### src/hw/serirq_pkg.sv
`default_nettype none
package serirq_pkg;
    // frame geometry
    localparam int unsigned FRAME_CLKS     = 3;   // sample, recovery, turn-around
    localparam int unsigned FRAME_COUNT    = 32;  // frames per cycle incl. unassigned
    localparam int unsigned START_MIN_CLKS = 4;   // shortest start frame low time
    localparam int unsigned START_MAX_CLKS = 8;   // longest start frame low time
    localparam int unsigned STOP_QUIET     = 2;   // stop low clocks selecting quiet
    localparam int unsigned STOP_CONT      = 3;   // stop low clocks selecting continuous
    localparam int unsigned NUM_IRQ        = 16;  // isa-style irq lines carried
    // lines the peripheral may report: 3,4,5,7,9,10,11
    localparam logic [15:0] IRQ_SUPPORTED  = 16'h0eb8;
    // first sample clock after start frame end (frame n sampled 3n-1)
    localparam logic [7:0]  FIRST_SAMPLE   = 8'h02;
    localparam logic [7:0]  LAST_CLK       = 8'h5f;  // 95 clocks past start
    // clocks past start already gone when the filtered start edge is acted on
    localparam logic [7:0]  FRAME_ALIGN    = 8'h06;
    localparam logic [3:0]  LOW_CNT_MAX    = 4'hf;
    // frame number for isa irq k (irq0..2 frames 1..3, irq3 frame 4)
    typedef enum logic [2:0] {
        ST_IDLE   = 3'b000,  // wire released, link idle
        ST_START  = 3'b001,  // start frame low seen
        ST_FRAMES = 3'b010,  // counting irq frames
        ST_STOP   = 3'b011,  // waiting for / measuring stop frame
        ST_REQ    = 3'b100   // quiet-mode request pulse
    } link_state_t;
    typedef enum logic [2:0] {
        H_IDLE  = 3'b000,
        H_START = 3'b001,
        H_HIGH  = 3'b010,
        H_SLOTS = 3'b011,
        H_STOP  = 3'b100,
        H_GAP   = 3'b101
    } host_state_t;
endpackage
`default_nettype wire

### src/hw/serirq_if.sv
`timescale 1ns/1ps
`default_nettype none
// shared open-drain style interrupt wire between host and peripherals
interface serirq_if;
    logic dev_out;   // level the peripheral drives
    logic dev_oe;    // peripheral drives the wire
    logic host_out;  // level the host drives
    logic host_oe;   // host drives the wire
    logic wire_in;   // resolved wire level, resolved by the testbench
    modport dev  (output dev_out, output dev_oe, input wire_in);
    modport host (output host_out, output host_oe, input wire_in);
endinterface
`default_nettype wire

### src/hw/serirq_dev.sv
`timescale 1ns/1ps
`default_nettype none
// What this block does
// - leave wire undriven outside cycles
// - time cycles from bus clock
// - start frame is four to eight lows
// - continuous mode: only host starts cycle
// - reset enters continuous mode, await host
// - quiet request: one low clock, then release
// - host extends request low three-seven clocks
// - host drives high one clock, releases
// - no start frame during active cycle
// - count irq frames on rising edges
// - frame is sample, recovery, turn-around
// - sample phase low when irq active
// - recovery phase high after driving low
// - turn-around phase always released
// - report only lines 3,4,5,7,9,10,11
// - frame n sampled 3n-1 clocks after start
// - only host ends cycle with stop
// - stop length two quiet, three continuous
module serirq_dev
(
    input  wire logic                          clock,
    input  wire logic                          sys_rst,
    serirq_if.dev                              link,
    input  wire logic [serirq_pkg::NUM_IRQ-1:0] irq_level,   // active-high irq sources
    input  wire logic [serirq_pkg::NUM_IRQ-1:0] irq_enable,  // per-line report enable
    output logic                               quiet_mode,  // next cycle is quiet
    output logic                               cycle_active // cycle in progress
);
    import serirq_pkg::*;

    // pin synchroniser: three flops, change counts when 2nd and 3rd agree
    logic       s1_r, s2_r, s3_r;
    logic       wire_r;           // filtered wire level
    logic       wire_prev_r;      // previous filtered level
    always_ff @(posedge clock or posedge sys_rst) begin
        if (sys_rst) begin
            s1_r <= 1'b1;
            s2_r <= 1'b1;
            s3_r <= 1'b1;
            wire_r <= 1'b1;
            wire_prev_r <= 1'b1;
        end else begin
            s1_r <= link.wire_in;
            s2_r <= s1_r;
            s3_r <= s2_r;
            if (s2_r == s3_r) begin
                wire_r <= s3_r;
            end
            wire_prev_r <= wire_r;
        end
    end

    logic rise;  // end of a low period
    assign rise = wire_r && !wire_prev_r;

    link_state_t state_r;
    logic [3:0]  low_cnt_r;      // length of current low period
    logic [7:0]  clk_cnt_r;      // clocks since end of start frame
    logic [15:0] reported_r;     // levels reported in last cycle
    logic [15:0] masked;         // lines we may report
    logic [15:0] pending_r;      // snapshot taken at cycle start
    logic        drive_low_r;    // sampled low in this frame
    logic        dev_out_r;
    logic        dev_oe_r;
    logic        quiet_r;

    assign masked = irq_level & irq_enable & IRQ_SUPPORTED;

    // measure low periods on the filtered wire
    always_ff @(posedge clock or posedge sys_rst) begin
        if (sys_rst) begin
            low_cnt_r <= 4'h0;
        end else if (!wire_r) begin
            if (low_cnt_r != LOW_CNT_MAX) begin
                low_cnt_r <= low_cnt_r + 4'h1;
            end
        end else begin
            low_cnt_r <= 4'h0;
        end
    end

    // frame sequencing, timed only from the bus clock
    always_ff @(posedge clock or posedge sys_rst) begin
        if (sys_rst) begin
            state_r   <= ST_IDLE;
            clk_cnt_r <= 8'h00;
            quiet_r   <= 1'b0;
            pending_r <= 16'h0000;
        end else begin
            case (state_r)
                ST_IDLE: begin
                    // continuous mode: wait for host start frame
                    if (!wire_r) begin
                        state_r <= ST_START;
                    end else if (quiet_r && (masked != reported_r)) begin
                        state_r <= ST_REQ;
                    end
                end
                ST_REQ: begin
                    // one clock pulse issued; now follow host low
                    state_r <= ST_START;
                end
                ST_START: begin
                    // start frame ends on rising edge, length 4..8
                    if (rise) begin
                        if (low_cnt_r >= 4'(START_MIN_CLKS)
                                && low_cnt_r <= 4'(START_MAX_CLKS)) begin
                            state_r   <= ST_FRAMES;
                            // filter and edge detect cost these clocks; starting
                            // the count there puts slots on the wire at 3n-1
                            clk_cnt_r <= FRAME_ALIGN;
                            pending_r <= masked;
                        end else begin
                            state_r <= ST_IDLE;
                        end
                    end
                end
                ST_FRAMES: begin
                    // count frames on rising clock edges
                    clk_cnt_r <= clk_cnt_r + 8'h01;
                    if (clk_cnt_r == LAST_CLK) begin
                        state_r <= ST_STOP;
                    end
                end
                ST_STOP: begin
                    // host-only stop frame, length picks next mode
                    if (rise) begin
                        if (low_cnt_r == 4'(STOP_QUIET)) begin
                            quiet_r <= 1'b1;
                            state_r <= ST_IDLE;
                        end else if (low_cnt_r == 4'(STOP_CONT)) begin
                            quiet_r <= 1'b0;
                            state_r <= ST_IDLE;
                        end
                    end
                end
                default: state_r <= ST_IDLE;
            endcase
        end
    end

    // frame slot lookup: phase and which isa line this clock belongs to
    logic [7:0] rel;      // clocks past first sample
    logic [1:0] phase;    // 0 sample, 1 recovery, 2 turn-around
    logic [5:0] frame_ix; // frame index, 0 = frame 1
    logic       my_slot;  // this frame carries a supported line
    logic [3:0] line;     // isa line number of frame
    always_comb begin
        rel      = clk_cnt_r - FIRST_SAMPLE;
        phase    = 2'(rel % 8'(FRAME_CLKS));
        frame_ix = 6'(rel / 8'(FRAME_CLKS));
        // frame 3 carries smi, frames 4+ carry irq3 onward
        line     = (frame_ix >= 6'd3) ? 4'(frame_ix) : 4'h0;
        my_slot  = (clk_cnt_r >= FIRST_SAMPLE) && (frame_ix >= 6'd3)
                   && (frame_ix < 6'(NUM_IRQ)) && IRQ_SUPPORTED[line];
    end

    // remember what was reported in the last cycle
    always_ff @(posedge clock or posedge sys_rst) begin
        if (sys_rst) begin
            reported_r <= 16'h0000;
        end else if (state_r == ST_STOP && rise) begin
            reported_r <= pending_r;
        end
    end

    // wire drive: request pulse and per-frame sample/recovery
    always_ff @(posedge clock or posedge sys_rst) begin
        if (sys_rst) begin
            dev_out_r   <= 1'b1;
            dev_oe_r    <= 1'b0;
            drive_low_r <= 1'b0;
        end else begin
            dev_out_r <= 1'b1;
            dev_oe_r  <= 1'b0;
            if (state_r == ST_IDLE && wire_r && quiet_r
                    && (masked != reported_r)) begin
                // one low clock, released next clock
                dev_out_r <= 1'b0;
                dev_oe_r  <= 1'b1;
            end else if (state_r == ST_FRAMES && my_slot) begin
                if (phase == 2'd0 && pending_r[line]) begin
                    dev_out_r   <= 1'b0;
                    dev_oe_r    <= 1'b1;
                    drive_low_r <= 1'b1;
                end else if (phase == 2'd1 && drive_low_r) begin
                    dev_out_r   <= 1'b1;
                    dev_oe_r    <= 1'b1;
                    drive_low_r <= 1'b0;
                end
            end
        end
    end

    // status outputs
    always_ff @(posedge clock or posedge sys_rst) begin
        if (sys_rst) begin
            quiet_mode   <= 1'b0;
            cycle_active <= 1'b0;
        end else begin
            quiet_mode   <= quiet_r;
            cycle_active <= (state_r != ST_IDLE) && (state_r != ST_REQ);
        end
    end

    assign link.dev_out = dev_out_r;
    assign link.dev_oe  = dev_oe_r;
endmodule
`default_nettype wire

### src/flat_wrapper.sv
// flat-port wrapper written by rule: the top's interface ports become plain ports
module serirq_dev_flat import serirq_pkg::*;
  (clock, sys_rst, irq_level, irq_enable, quiet_mode, cycle_active, link_dev_out, link_dev_oe, link_wire_in);
  serirq_if link_i ();
  input  wire logic clock;
  input  wire logic sys_rst;
  input  wire logic [serirq_pkg::NUM_IRQ-1:0] irq_level;
  input  wire logic [serirq_pkg::NUM_IRQ-1:0] irq_enable;
  output logic quiet_mode;
  output logic cycle_active;
  output wire logic [$bits(link_i.dev_out)-1:0] link_dev_out;
  output wire logic [$bits(link_i.dev_oe)-1:0] link_dev_oe;
  input wire logic [$bits(link_i.wire_in)-1:0] link_wire_in;
  assign link_dev_out = link_i.dev_out;
  assign link_dev_oe = link_i.dev_oe;
  assign link_i.wire_in = link_wire_in;
  serirq_dev u_core (.clock(clock), .sys_rst(sys_rst), .link(link_i), .irq_level(irq_level), .irq_enable(irq_enable), .quiet_mode(quiet_mode), .cycle_active(cycle_active));
endmodule
### config.mk
export PLATFORM = sky130hd
export DESIGN_NAME = serirq_dev_flat
export DESIGN_NICKNAME = d
export VERILOG_FILES = /design/src/hw/serirq_pkg.sv /design/src/hw/serirq_if.sv /design/src/hw/serirq_dev.sv /design/src/flat_wrapper.sv
export SDC_FILE = /design/constraint.sdc
export NUM_CORES = 1
export LEC_CHECK = 0
export ABC_AREA = 1
export ABC_CLOCK_PERIOD_IN_PS = 3750
export BUFFER_PORTS_ARGS = -buffer_cell sky130_fd_sc_hd__buf_2
export CORE_MARGIN = 8
export CORE_UTILIZATION = 51
export DETAILED_ROUTE_END_ITERATION = 16
export PLACE_DENSITY = 0.82
export RECOVER_POWER = 25
export SYNTH_ARGS = -nofsm -noshare
export SYNTH_HDL_FRONTEND = slang
export SYNTH_SLANG_ARGS = --single-unit
### constraint.sdc
create_clock -name clock -period 3.75 [get_ports clock]
set_clock_uncertainty 0.2 [all_clocks]
set_input_delay 0.375 -clock clock [delete_from_list [all_inputs] [get_ports clock]]
set_output_delay 0.375 -clock clock [all_outputs]
set_load 0.05 [all_outputs]
After elaboration in Yosys (flattened, before gate mapping)
Memory sizes are Yosys's and may differ from the RTL's.
Cells that the tools add are included.

cells by class
  reduce and logical (&&, ||, !) cells = 27
  div/mod/pow operators = 2
  mux-type cells = 29
  $add $sub $neg = 3
  equal/unequal tests = 18
  bitwise operators = 2
  $lt $le $gt $ge = 6

operators with widths
  operator               number
  $mux W3                7
  $mux W8                2
  $pmux W8 S2            1
  $pmux W3 S5            1
  $logic_and A1 B1 Y1    14
  $mux W1                13
  $and A12 B12 Y12       1
  $mux W4                3
  $reduce_and A3 Y1      4
  $add A8 B1 Y8 const B  1
  $div A8 B2 Y8 const B  1
  $eq A4 B2 Y1 const B   2
  $eq A8 B7 Y1 const B   1
  $ge A8 B2 Y1 const B   1
  $mod A8 B2 Y8 const B  1
  $ne A2 B1 Y1 const B   4
  $reduce_bool A2 Y1     4
  $sub A8 B2 Y8 const B  1
  $ne A7 B7 Y1           1
  $eq A3 B2 Y1 const B   2
  $ge A6 B2 Y1 const B   1
  $lt A6 B5 Y1 const B   1
  $ne A3 B3 Y1 const B   2
  $lt A4 B5 Y1 const B   1
  17 further kinds       17

storage, ports and cells
  register bits = 40
  output and inout port bits = 4
  bits of input ports = 35
  ROM bits = 16
  logic and storage cells = 104
  memories = 1

memory list
  memory            words  bits a word  read ports  clocked after memory_dff  write ports  RTL line           text
  (name not given)  16     1            1           0                         0            serirq_dev.sv:158  && (frame_ix < 6'(NUM_IRQ)) && IRQ_SUPPORTED[line];

Longest topological paths before layout
Gate-level depths: netlist of the first run.

  depth in word-level cells = 10
  mapped depth = 41
  depth with buffers taken out = 41

Worst setup path before layout of the first run
OpenSTA, ideal clock, no wires.

  kind = reg-to-reg
  start point = register u_core.clk_cnt_r[1]
  end point = register u_core.drive_low_r
  period minus slack after synthesis = 4032 ps
  library setup time = 117 ps
  data arrival time = 3715 ps
  setup slack = -282 ps
  required time = 3433 ps
  path buffers = 0
  cell stages (with the launch flop) = 39
  path through = dfrtp_1 inv_1 ha_1 inv_1 nor2_1 inv_1 o21ai_2 nand3_1 nand2_1 inv_2 o21ai_4 nand2_2 o21ai_4 nand2_4 nand2_4 nand2_4 nand2_1 inv_1 [... 3 more ...] inv_1 nand3_2 inv_2 nand2_1 nand2_1 inv_1 ha_1 inv_1 nand2_1 inv_2 nand2_8 nand2_2 nand2_1 nor2_2 nand2_1 nand3b_1 nand2_1 nand2_1

on the way
  cells in the longest elaborated chain, start to end = 9
  elaborated cells between the ends (all ways) = 22
  classes of those cells = 1 x add/sub; 2 x div; 3 x order compare; 1 x eq/ne; 5 x mux; 9 x reduce/logical; 1 x memory

ends and longest elaborated chain
  what                                                       RTL line                              text
  from (decl)                                                serirq_dev.sv:61                      logic [7:0] clk_cnt_r;
  from (signal assigned)                                     serirq_dev.sv:123                     clk_cnt_r <= clk_cnt_r + 8'h01;
  $sub A8 B2 Y8                                              serirq_dev.sv:152                     rel = clk_cnt_r - FIRST_SAMPLE;
  $div A8 B2 Y8                                              serirq_dev.sv:154                     frame_ix = 6'(rel / 8'(FRAME_CLKS));
  $ge A6 B2 Y1                                               serirq_dev.sv:156, serirq_dev.sv:157
  $mux W4                                                    serirq_dev.sv:156                     line = (frame_ix >= 6'd3) ? 4'(frame_ix) : 4'h0;
  $mem_v2 Z16 W1 or $bmux W1 S4 (tied branches)              --
  $mux W1 (on tied branches)                                 serirq_dev.sv:158, serirq_dev.sv:185
  $logic_and A1 B1 Y1 (on tied branches)                     serirq_dev.sv:158, serirq_dev.sv:185
  $logic_and A1 B1 Y1 or $reduce_bool A2 Y1 (tied branches)  --
  $reduce_and A3 Y1 (no line)                                --
  to (signal assigned)                                       serirq_dev.sv:175                     drive_low_r <= 1'b0;
  to (signal assigned)                                       serirq_dev.sv:188                     drive_low_r <= 1'b1;
  to (signal assigned)                                       serirq_dev.sv:192                     drive_low_r <= 1'b0;
  to (decl)                                                  serirq_dev.sv:65                      logic drive_low_r;

Parallel ways exist; a longest one is shown, timed or not. The select of a mux whose other input is x is not followed.
A chain may end at the register's enable or synchronous reset.

Worst setup path in the final report of the first run
  start point = register u_core.clk_cnt_r[2]
  end point = register u_core.dev_oe_r (netlist: u_core.link.dev_oe)

on the way
  cells in the longest elaborated chain, start to end = 10
  elaborated cells between the ends (all ways) = 23
  classes of those cells = 1 x add/sub; 2 x div; 3 x order compare; 1 x eq/ne; 8 x mux; 7 x reduce/logical; 1 x memory

ends and longest elaborated chain
  what                                            RTL line                              text
  $sub A8 B2 Y8                                   serirq_dev.sv:152
  $div A8 B2 Y8                                   serirq_dev.sv:154
  $ge A6 B2 Y1                                    serirq_dev.sv:156, serirq_dev.sv:157
  $mux W4                                         serirq_dev.sv:156
  $mem_v2 Z16 W1 or $bmux W1 S4 (tied branches)   --
  $mux W1 (on tied branches)                      serirq_dev.sv:158, serirq_dev.sv:185
  $logic_and A1 B1 Y1 (on tied branches)          serirq_dev.sv:158, serirq_dev.sv:185
  $logic_and A1 B1 Y1 or $mux W1 (tied branches)  serirq_dev.sv:184, serirq_dev.sv:185
  $mux W1 *                                       serirq_dev.sv:184                     end else if (state_r == ST_FRAMES && my_slot) begin
  $mux W1 *                                       serirq_dev.sv:179                     if (state_r == ST_IDLE && wire_r && quiet_r
  to (signal assigned)                            serirq_dev.sv:178                     dev_oe_r <= 1'b0;
  to (signal assigned)                            serirq_dev.sv:183                     dev_oe_r <= 1'b1;
  to (signal assigned)                            serirq_dev.sv:187                     dev_oe_r <= 1'b1;
  to (decl)                                       serirq_dev.sv:67                      logic dev_oe_r;

Mark *: on every way between the ends. The rest lies on a longest branch, timed or not. The select of a mux whose other input is x is not followed.

==> flow_metrics.py, run 1 <==
metrics = {
    "clock_tree": {
        "clkTransAtPathRegs_ns": 0.08,
        "clk_latency_ns": 0.29,
        "cts_buffer_depth": 2,
        "htree_levels": 2,
        "cts_tree": "done",
        "numCtsBuffers": 5,
        "cts_root_buffer": "clkbuf_8",
        "clock_sinks": 40,
    },
    "sta": {
        "worstMarginPinSlew_ns": 2.08,
        "period_needed_ns": 4.18,
        "clock.fmax_mhz": 239,
        "rsz0062_at_grt": "true",
        "whs_ns": 0.167,
        "setup_slack_ns": -0.428,
        "timing.final.hold_violations": 0,
        "fin_crit_sh_pct": 111,
        "relSlewSlack_pct": -38.7,
        "setup_viol": 3,
        "drv_slew": 41,
    },
    "critical_path": {
        "cp.arrival_ns": 4.21,
        "start_kind": "flip-flop",
        "critPathBufInv": 10,
        "cpMaxStageDelayCell": "dfrtp_1",
        "r2r-start": "u_core.clk_cnt_r[2]",
        "critPathRequiredTime_ns": 3.78,
        "cp-startpoint": "u_core.clk_cnt_r[2]",
        "crit_top_cell": "nand2_2",
        "end_kind": "flip-flop",
        "max_stage_delay_ns": 0.42,
        "crit_family": "simple AND/OR/NAND/NOR gates",
        "path_max_fanout": 5,
        "crit_type": "reg -> reg",
    },
    "run_status": {
        "violations": "capacitance limit, slew limit, setup timing",
        "outcome": "complete, but fails checks",
    },
    "synth": {
        "syn_inst": 322,
        "synth_nets": 367,
        "synth_area_sq_um": 2550,
        "synth_cell_types": 40,
        "synth-seq-cells": 40,
        "synth_seq_area_share_pct": 39.6,
        "ys_warn_count": 0,
        "syn_area_per_cell_sq_um": 7.91,
    },
    "final_layout": {
        "drive_gt1_share_pct": 36.7,
        "stdcell_count": 473,
        "n_fill_cell": 362,
        "final_area_sq_um": 3360,
        "area_growth_pct": 32.1,
        "n_antenna_cell": 0,
        "final_nets": 450,
    },
    "route": {
        "ant_nets": 0,
        "vias": 2415,
        "drc_errors": 0,
        "first_iter_violations": 78,
        "avgRoutedWirePerCell_microns": 12.7,
        "totalWireLength_mm": 6.02,
        "viasPerCell": 5.11,
        "dr.pass1.iters": 4,
    },
    "worst_hold_path": {
        "holdCritStartpoint": "u_core.s1_r",
        "hold_path_class": "reg -> reg",
    },
    "floorplan": {
        "fp.dieW_microns": 86.7,
        "core_area_sq_um": 4750,
        "dieArea_sq_um": 7510,
        "io_pins": 39,
        "num_rows": 25,
        "die_y_microns": 86.7,
        "initial_core_util_pct": 53.6,
    },
    "grt": {
        "grt_usage_pct": 16.8,
        "grt_pass1_vias": 2449,
        "grt_start_max_net_pins": 41,
        "overflow": 0,
        "grt_pass1_wl_mm": 10.3,
        "antenna_found_initial": 0,
    },
    "place": {
        "placed_cells": 437,
        "placement.cell_area_sq_um": 3000,
        "place_congestion": 0.855,
        "hpwlAfterDp_mm": 4.10,
        "io_buffers": 20,
    },
    "job": {
        "cap_violations": 1,
    },
}
==> what timing repair did <==
action	in CTS	in global routing
gates cloned	1	0
pin swaps	23	20
hold buffers	2	0
hold endpoints to repair	18	0
resized for setup	14	6
endpoints found under the setup margin	3	3
buffers inserted	18	7
==> worst register-to-register path: cells and delay by family, from the launching register on <==
kind | cells | cell delay, ns
AOI/OAI and AO/OA | 1 | 0.15
DFF | 1 | 0.42
and+or+nand+nor | 25 | 2.14
buffers and inverters | 10 | 0.72
adders and majority gates | 3 | 0.48
==> final timing paths <==
path,cells after the start,slack [ns],end
setup reg to reg,39,-0.43,u_core.link.dev_oe
hold reg to reg,0,0.17,u_core.s2_r
setup / recovery,39,-0.43,u_core.link.dev_oe
min in group asynchronous,4,1.17,u_core.pending_r[5]
hold / removal,0,0.17,u_core.s2_r
max in group asynchronous,4,0.98,u_core.low_cnt_r[3]
==> routing by layer <==
metal,routed length [microns],global-route usage [%]
met1,2570,18.9
met2,3160,30.1
met3,169,3.40
met4,121,7.20
met5,0,0
==> layout make-up <==
class | instances | area, sq um | area share (%)
clock buffer | 7 | 76.3 | 2.27
clock inverter | 1 | 5.00 | 0.149
inverter | 52 | 200 | 5.95
multi-input combinational | 229 | 1450 | 43.2
sequential | 40 | 1010 | 30.0
tap | 67 | 83.8 | 2.49
timing repair buffer | 77 | 537 | 16.0
==> placed cells by master (no fill, tap or decap), types with 3 or more instances in the layout <==
cell,n
clkbuf_1,3
inv_1,35
inv_2,15
a21oi_1,10
nor2_1,25
nand4_1,6
dfstp_2,4
buf_4,52
xor2_1,3
nand3_2,6
nor3_1,7
nand2_1,61
ha_1,7
nand2_4,7
xnor2_1,5
buf_2,20
clkbuf_8,5
o21ai_2,3
nand3_1,16
dfrtp_1,34
mux2_2,3
nand2_2,13
o21ai_4,3
o21ai_0,27
==> state kept, by name, summed over array words and instances (netlist names), 3 cells and up <==
signal             count
u_core.clk_cnt_r       8
u_core.pending_r       7
u_core.state_r         3
u_core.reported_r      7
u_core.low_cnt_r       4
==> synthesized netlist by cell type, drive strengths merged <==
cell,count,share of area (%)
a211oi,1,0.29
a21o,1,0.29
a21oi,11,2.3
a311oi,1,0.34
a31oi,1,0.25
clkbuf,2,0.29
dfrtp,34,33
dfstp,6,6.2
ha,10,4.9
inv,52,7.7
maj3,1,0.39
mux2,3,1.3
nand2,81,15
nand3,24,5.7
nand3b,2,0.59
nand4,6,1.5
nor2,29,4.7
nor3,7,1.4
nor3b,1,0.29
nor4,1,0.25
o211ai,2,0.59
o21a,1,0.29
o21ai,33,7.7
o21bai,1,0.74
o31ai,1,0.29
o41ai,1,0.34
xnor2,5,1.7
xor2,4,1.7
==> cells by family after synthesis <==
kind of cell | after synthesis | synth area share [%]
simple gates | 151 | 29.0
compound gates | 54 | 13.4
buf+inv | 54 | 7.96
flops | 40 | 39.6
fa+ha+maj | 11 | 5.31
xor+xnor | 9 | 3.39
mux | 3 | 1.33
==> per-stage QoR <==
step                      util, %  worst slack, ns  setup TNS [ns]
after global placement       63.2           -0.169          -0.436
after CTS                    69.2           -0.183          -0.488
after detailed placement     63.2           -0.276          -0.776
after global routing         70.8           -0.679           -1.97
after floorplan                 -          -0.0867          -0.154
final                        70.8           -0.428           -1.21
Power of run 1 is left out: the tool's default activity adds up to more than one toggle a clock period on the data nets, which glitch-free logic cannot reach.
==> run 2, diff against run 1 <==
--- a/config.mk
+++ b/config.mk
@@ -16,3 +16,4 @@
 export SYNTH_ARGS = -nofsm -noshare
 export SYNTH_HDL_FRONTEND = slang
 export SYNTH_SLANG_ARGS = --single-unit
+export TNS_END_PERCENT = 10
==> run 2 against run 1 <==
- the flow still finishes with violations (capacitance limit, slew limit, setup timing)
- count of clock-buffer cells in the layout did not move
- worst hold slack improved by 0.0032 ns
- cell area rose by 3.1%
- cell count rose by 1.1%
- global-route usage rose by 0.95 points
- die area did not move
- critical endpoint is now u_core.drive_low_r
==> flow_metrics.py, run 2 (synthesis results as in run 1) <==
metrics = {
    "run_status": {
        "outcome": "complete, but fails checks",
        "violations": "capacitance limit, slew limit, setup timing",
    },
    "clock_tree": {
        "cts_buffer_depth": 2,
        "cts_tree": "done",
        "htree_levels": 2,
        "cts_root_buffer": "clkbuf_8",
        "clock_sinks": 40,
        "numCtsBuffers": 5,
        "clkTransAtPathRegs_ns": 0.09,
        "clk_latency_ns": 0.30,
    },
    "route": {
        "drc_errors": 0,
        "ant_nets": 0,
        "totalWireLength_mm": 6.47,
        "vias": 2448,
        "viasPerCell": 5.12,
        "avgRoutedWirePerCell_microns": 13.5,
        "dr.pass1.iters": 4,
        "first_iter_violations": 46,
    },
    "critical_path": {
        "crit_top_cell": "nand2_4",
        "cp-startpoint": "u_core.clk_cnt_r[2]",
        "r2r-start": "u_core.clk_cnt_r[2]",
        "regToRegSetupSlack_ns": -0.42,
        "crit_type": "reg -> reg",
        "rr_worst_depth": 40,
        "cp.arrival_ns": 4.22,
        "cpMaxStageDelayCell": "dfrtp_1",
        "critPathRequiredTime_ns": 3.80,
        "endpoint": "u_core.drive_low_r",
        "rr_endpoint": "u_core.drive_low_r",
        "path_max_fanout": 5,
        "start_kind": "flip-flop",
        "end_kind": "flip-flop",
        "max_stage_delay_ns": 0.42,
    },
    "final_layout": {
        "regMostFlops": "u_core.clk_cnt_r",
        "final_nets": 455,
        "top_regs": "u_core.clk_cnt_r x8, u_core.pending_r x7, u_core.reported_r x7",
        "area_growth_pct": 36.3,
        "drive_gt1_share_pct": 39.4,
        "n_antenna_cell": 0,
        "final_util_pct": 73.0,
        "largest_register_ffs": 8,
        "final_common_cell": "buf_4",
        "mostFrequentLayoutCells": "58 x buf_4, 57 x nand2_1, 36 x inv_1",
        "stdcell_count": 478,
    },
    "grt": {
        "grt_usage_pct": 17.8,
        "overflow": 0,
        "grt_pass1_vias": 2365,
        "grt_start_max_net_pins": 41,
        "grt_pass1_wl_mm": 10.8,
        "antenna_found_initial": 0,
    },
    "sta": {
        "period_needed_ns": 4.17,
        "whs_ns": 0.170,
        "clock.fmax_mhz": 240,
        "timing.final.hold_violations": 0,
        "setup_slack_ns": -0.421,
        "setup_viol": 3,
        "rsz0062_at_grt": "true",
        "fin_crit_sh_pct": 111,
        "worstMarginPinSlew_ns": 2.21,
        "relSlewSlack_pct": -47.1,
        "drv_slew": 41,
    },
    "floorplan": {
        "dieArea_sq_um": 7510,
        "core_area_sq_um": 4750,
        "io_pins": 39,
        "num_rows": 25,
        "die_y_microns": 86.7,
        "initial_core_util_pct": 53.6,
        "fp.dieW_microns": 86.7,
    },
    "place": {
        "pre_cts_ws_ns": -0.342,
        "placed_cells": 436,
        "place_congestion": 0.856,
        "hpwlAfterDp_mm": 4.15,
        "io_buffers": 20,
    },
    "job": {
        "cap_violations": 1,
    },
    "worst_hold_path": {
        "hold_path_class": "reg -> reg",
    },
}
## run 2: final cells by class
class	instances	area (sq um)
clock buffers	7	86.3
clock inverters	1	7.51
fillers	361	1280
inverters	52	205
multi-input cells	229	1510
flip-flops and latches	40	1010
well taps	67	83.8
repair buffers	82	572
## run 2: how the worst min path moves through the flow
stage	slack [ns]	depth (start not counted)	start	to
2_1_floorplan	0.15	0	u_core.s1_r	u_core.s2_r
3_3_place_gp	0.15	0	u_core.s1_r	u_core.s2_r
3_5_place_dp	0.15	0	u_core.s1_r	u_core.s2_r
4_1_cts	0.001	3	sys_rst	u_core.reported_r[5]
5_1_grt	0.17	0	u_core.s1_r	u_core.s2_r
6_report	0.17	0	u_core.s1_r	u_core.s2_r
## run 2: worst max-delay path: cells and delay by family, from the launching register on
family / cells / cell delay, ns
AO/OA/AOI/OAI: 2 / 0.24
adder cells (fa/ha/maj): 3 / 0.46
buffers and inverters: 10 / 0.64
flip-flops: 1 / 0.42
AND/OR/NAND/NOR: 25 / 2.18
## run 2: stage by stage
step | cell area [sq um] | TNS (ns)
after floorplan | 2600 | -0.151
after global placement | 3000 | -0.392
after detailed placement | 3000 | -0.951
after CTS | 3340 | -0.729
after global routing | 3470 | -1.88
final | 3470 | -1.20
## run 2: layer usage
layer  GRT usage, %  wire, microns
met1           21.0           2660
met5              0              0
met3           3.59            196
met4           7.82            172
met2           30.4           3440
## run 2: what timing repair did
item | 4_1_cts | 5_1_grt
hold endpoints to repair | 1 | 0
setup buffers | 24 | 8
resized for setup | 13 | 20
hold buffers | 1 | 0
gates cloned | 1 | 0
endpoints found under the setup margin | 3 | 3
pin swaps | 20 | 20
Power of run 2 is left out for the same reason.
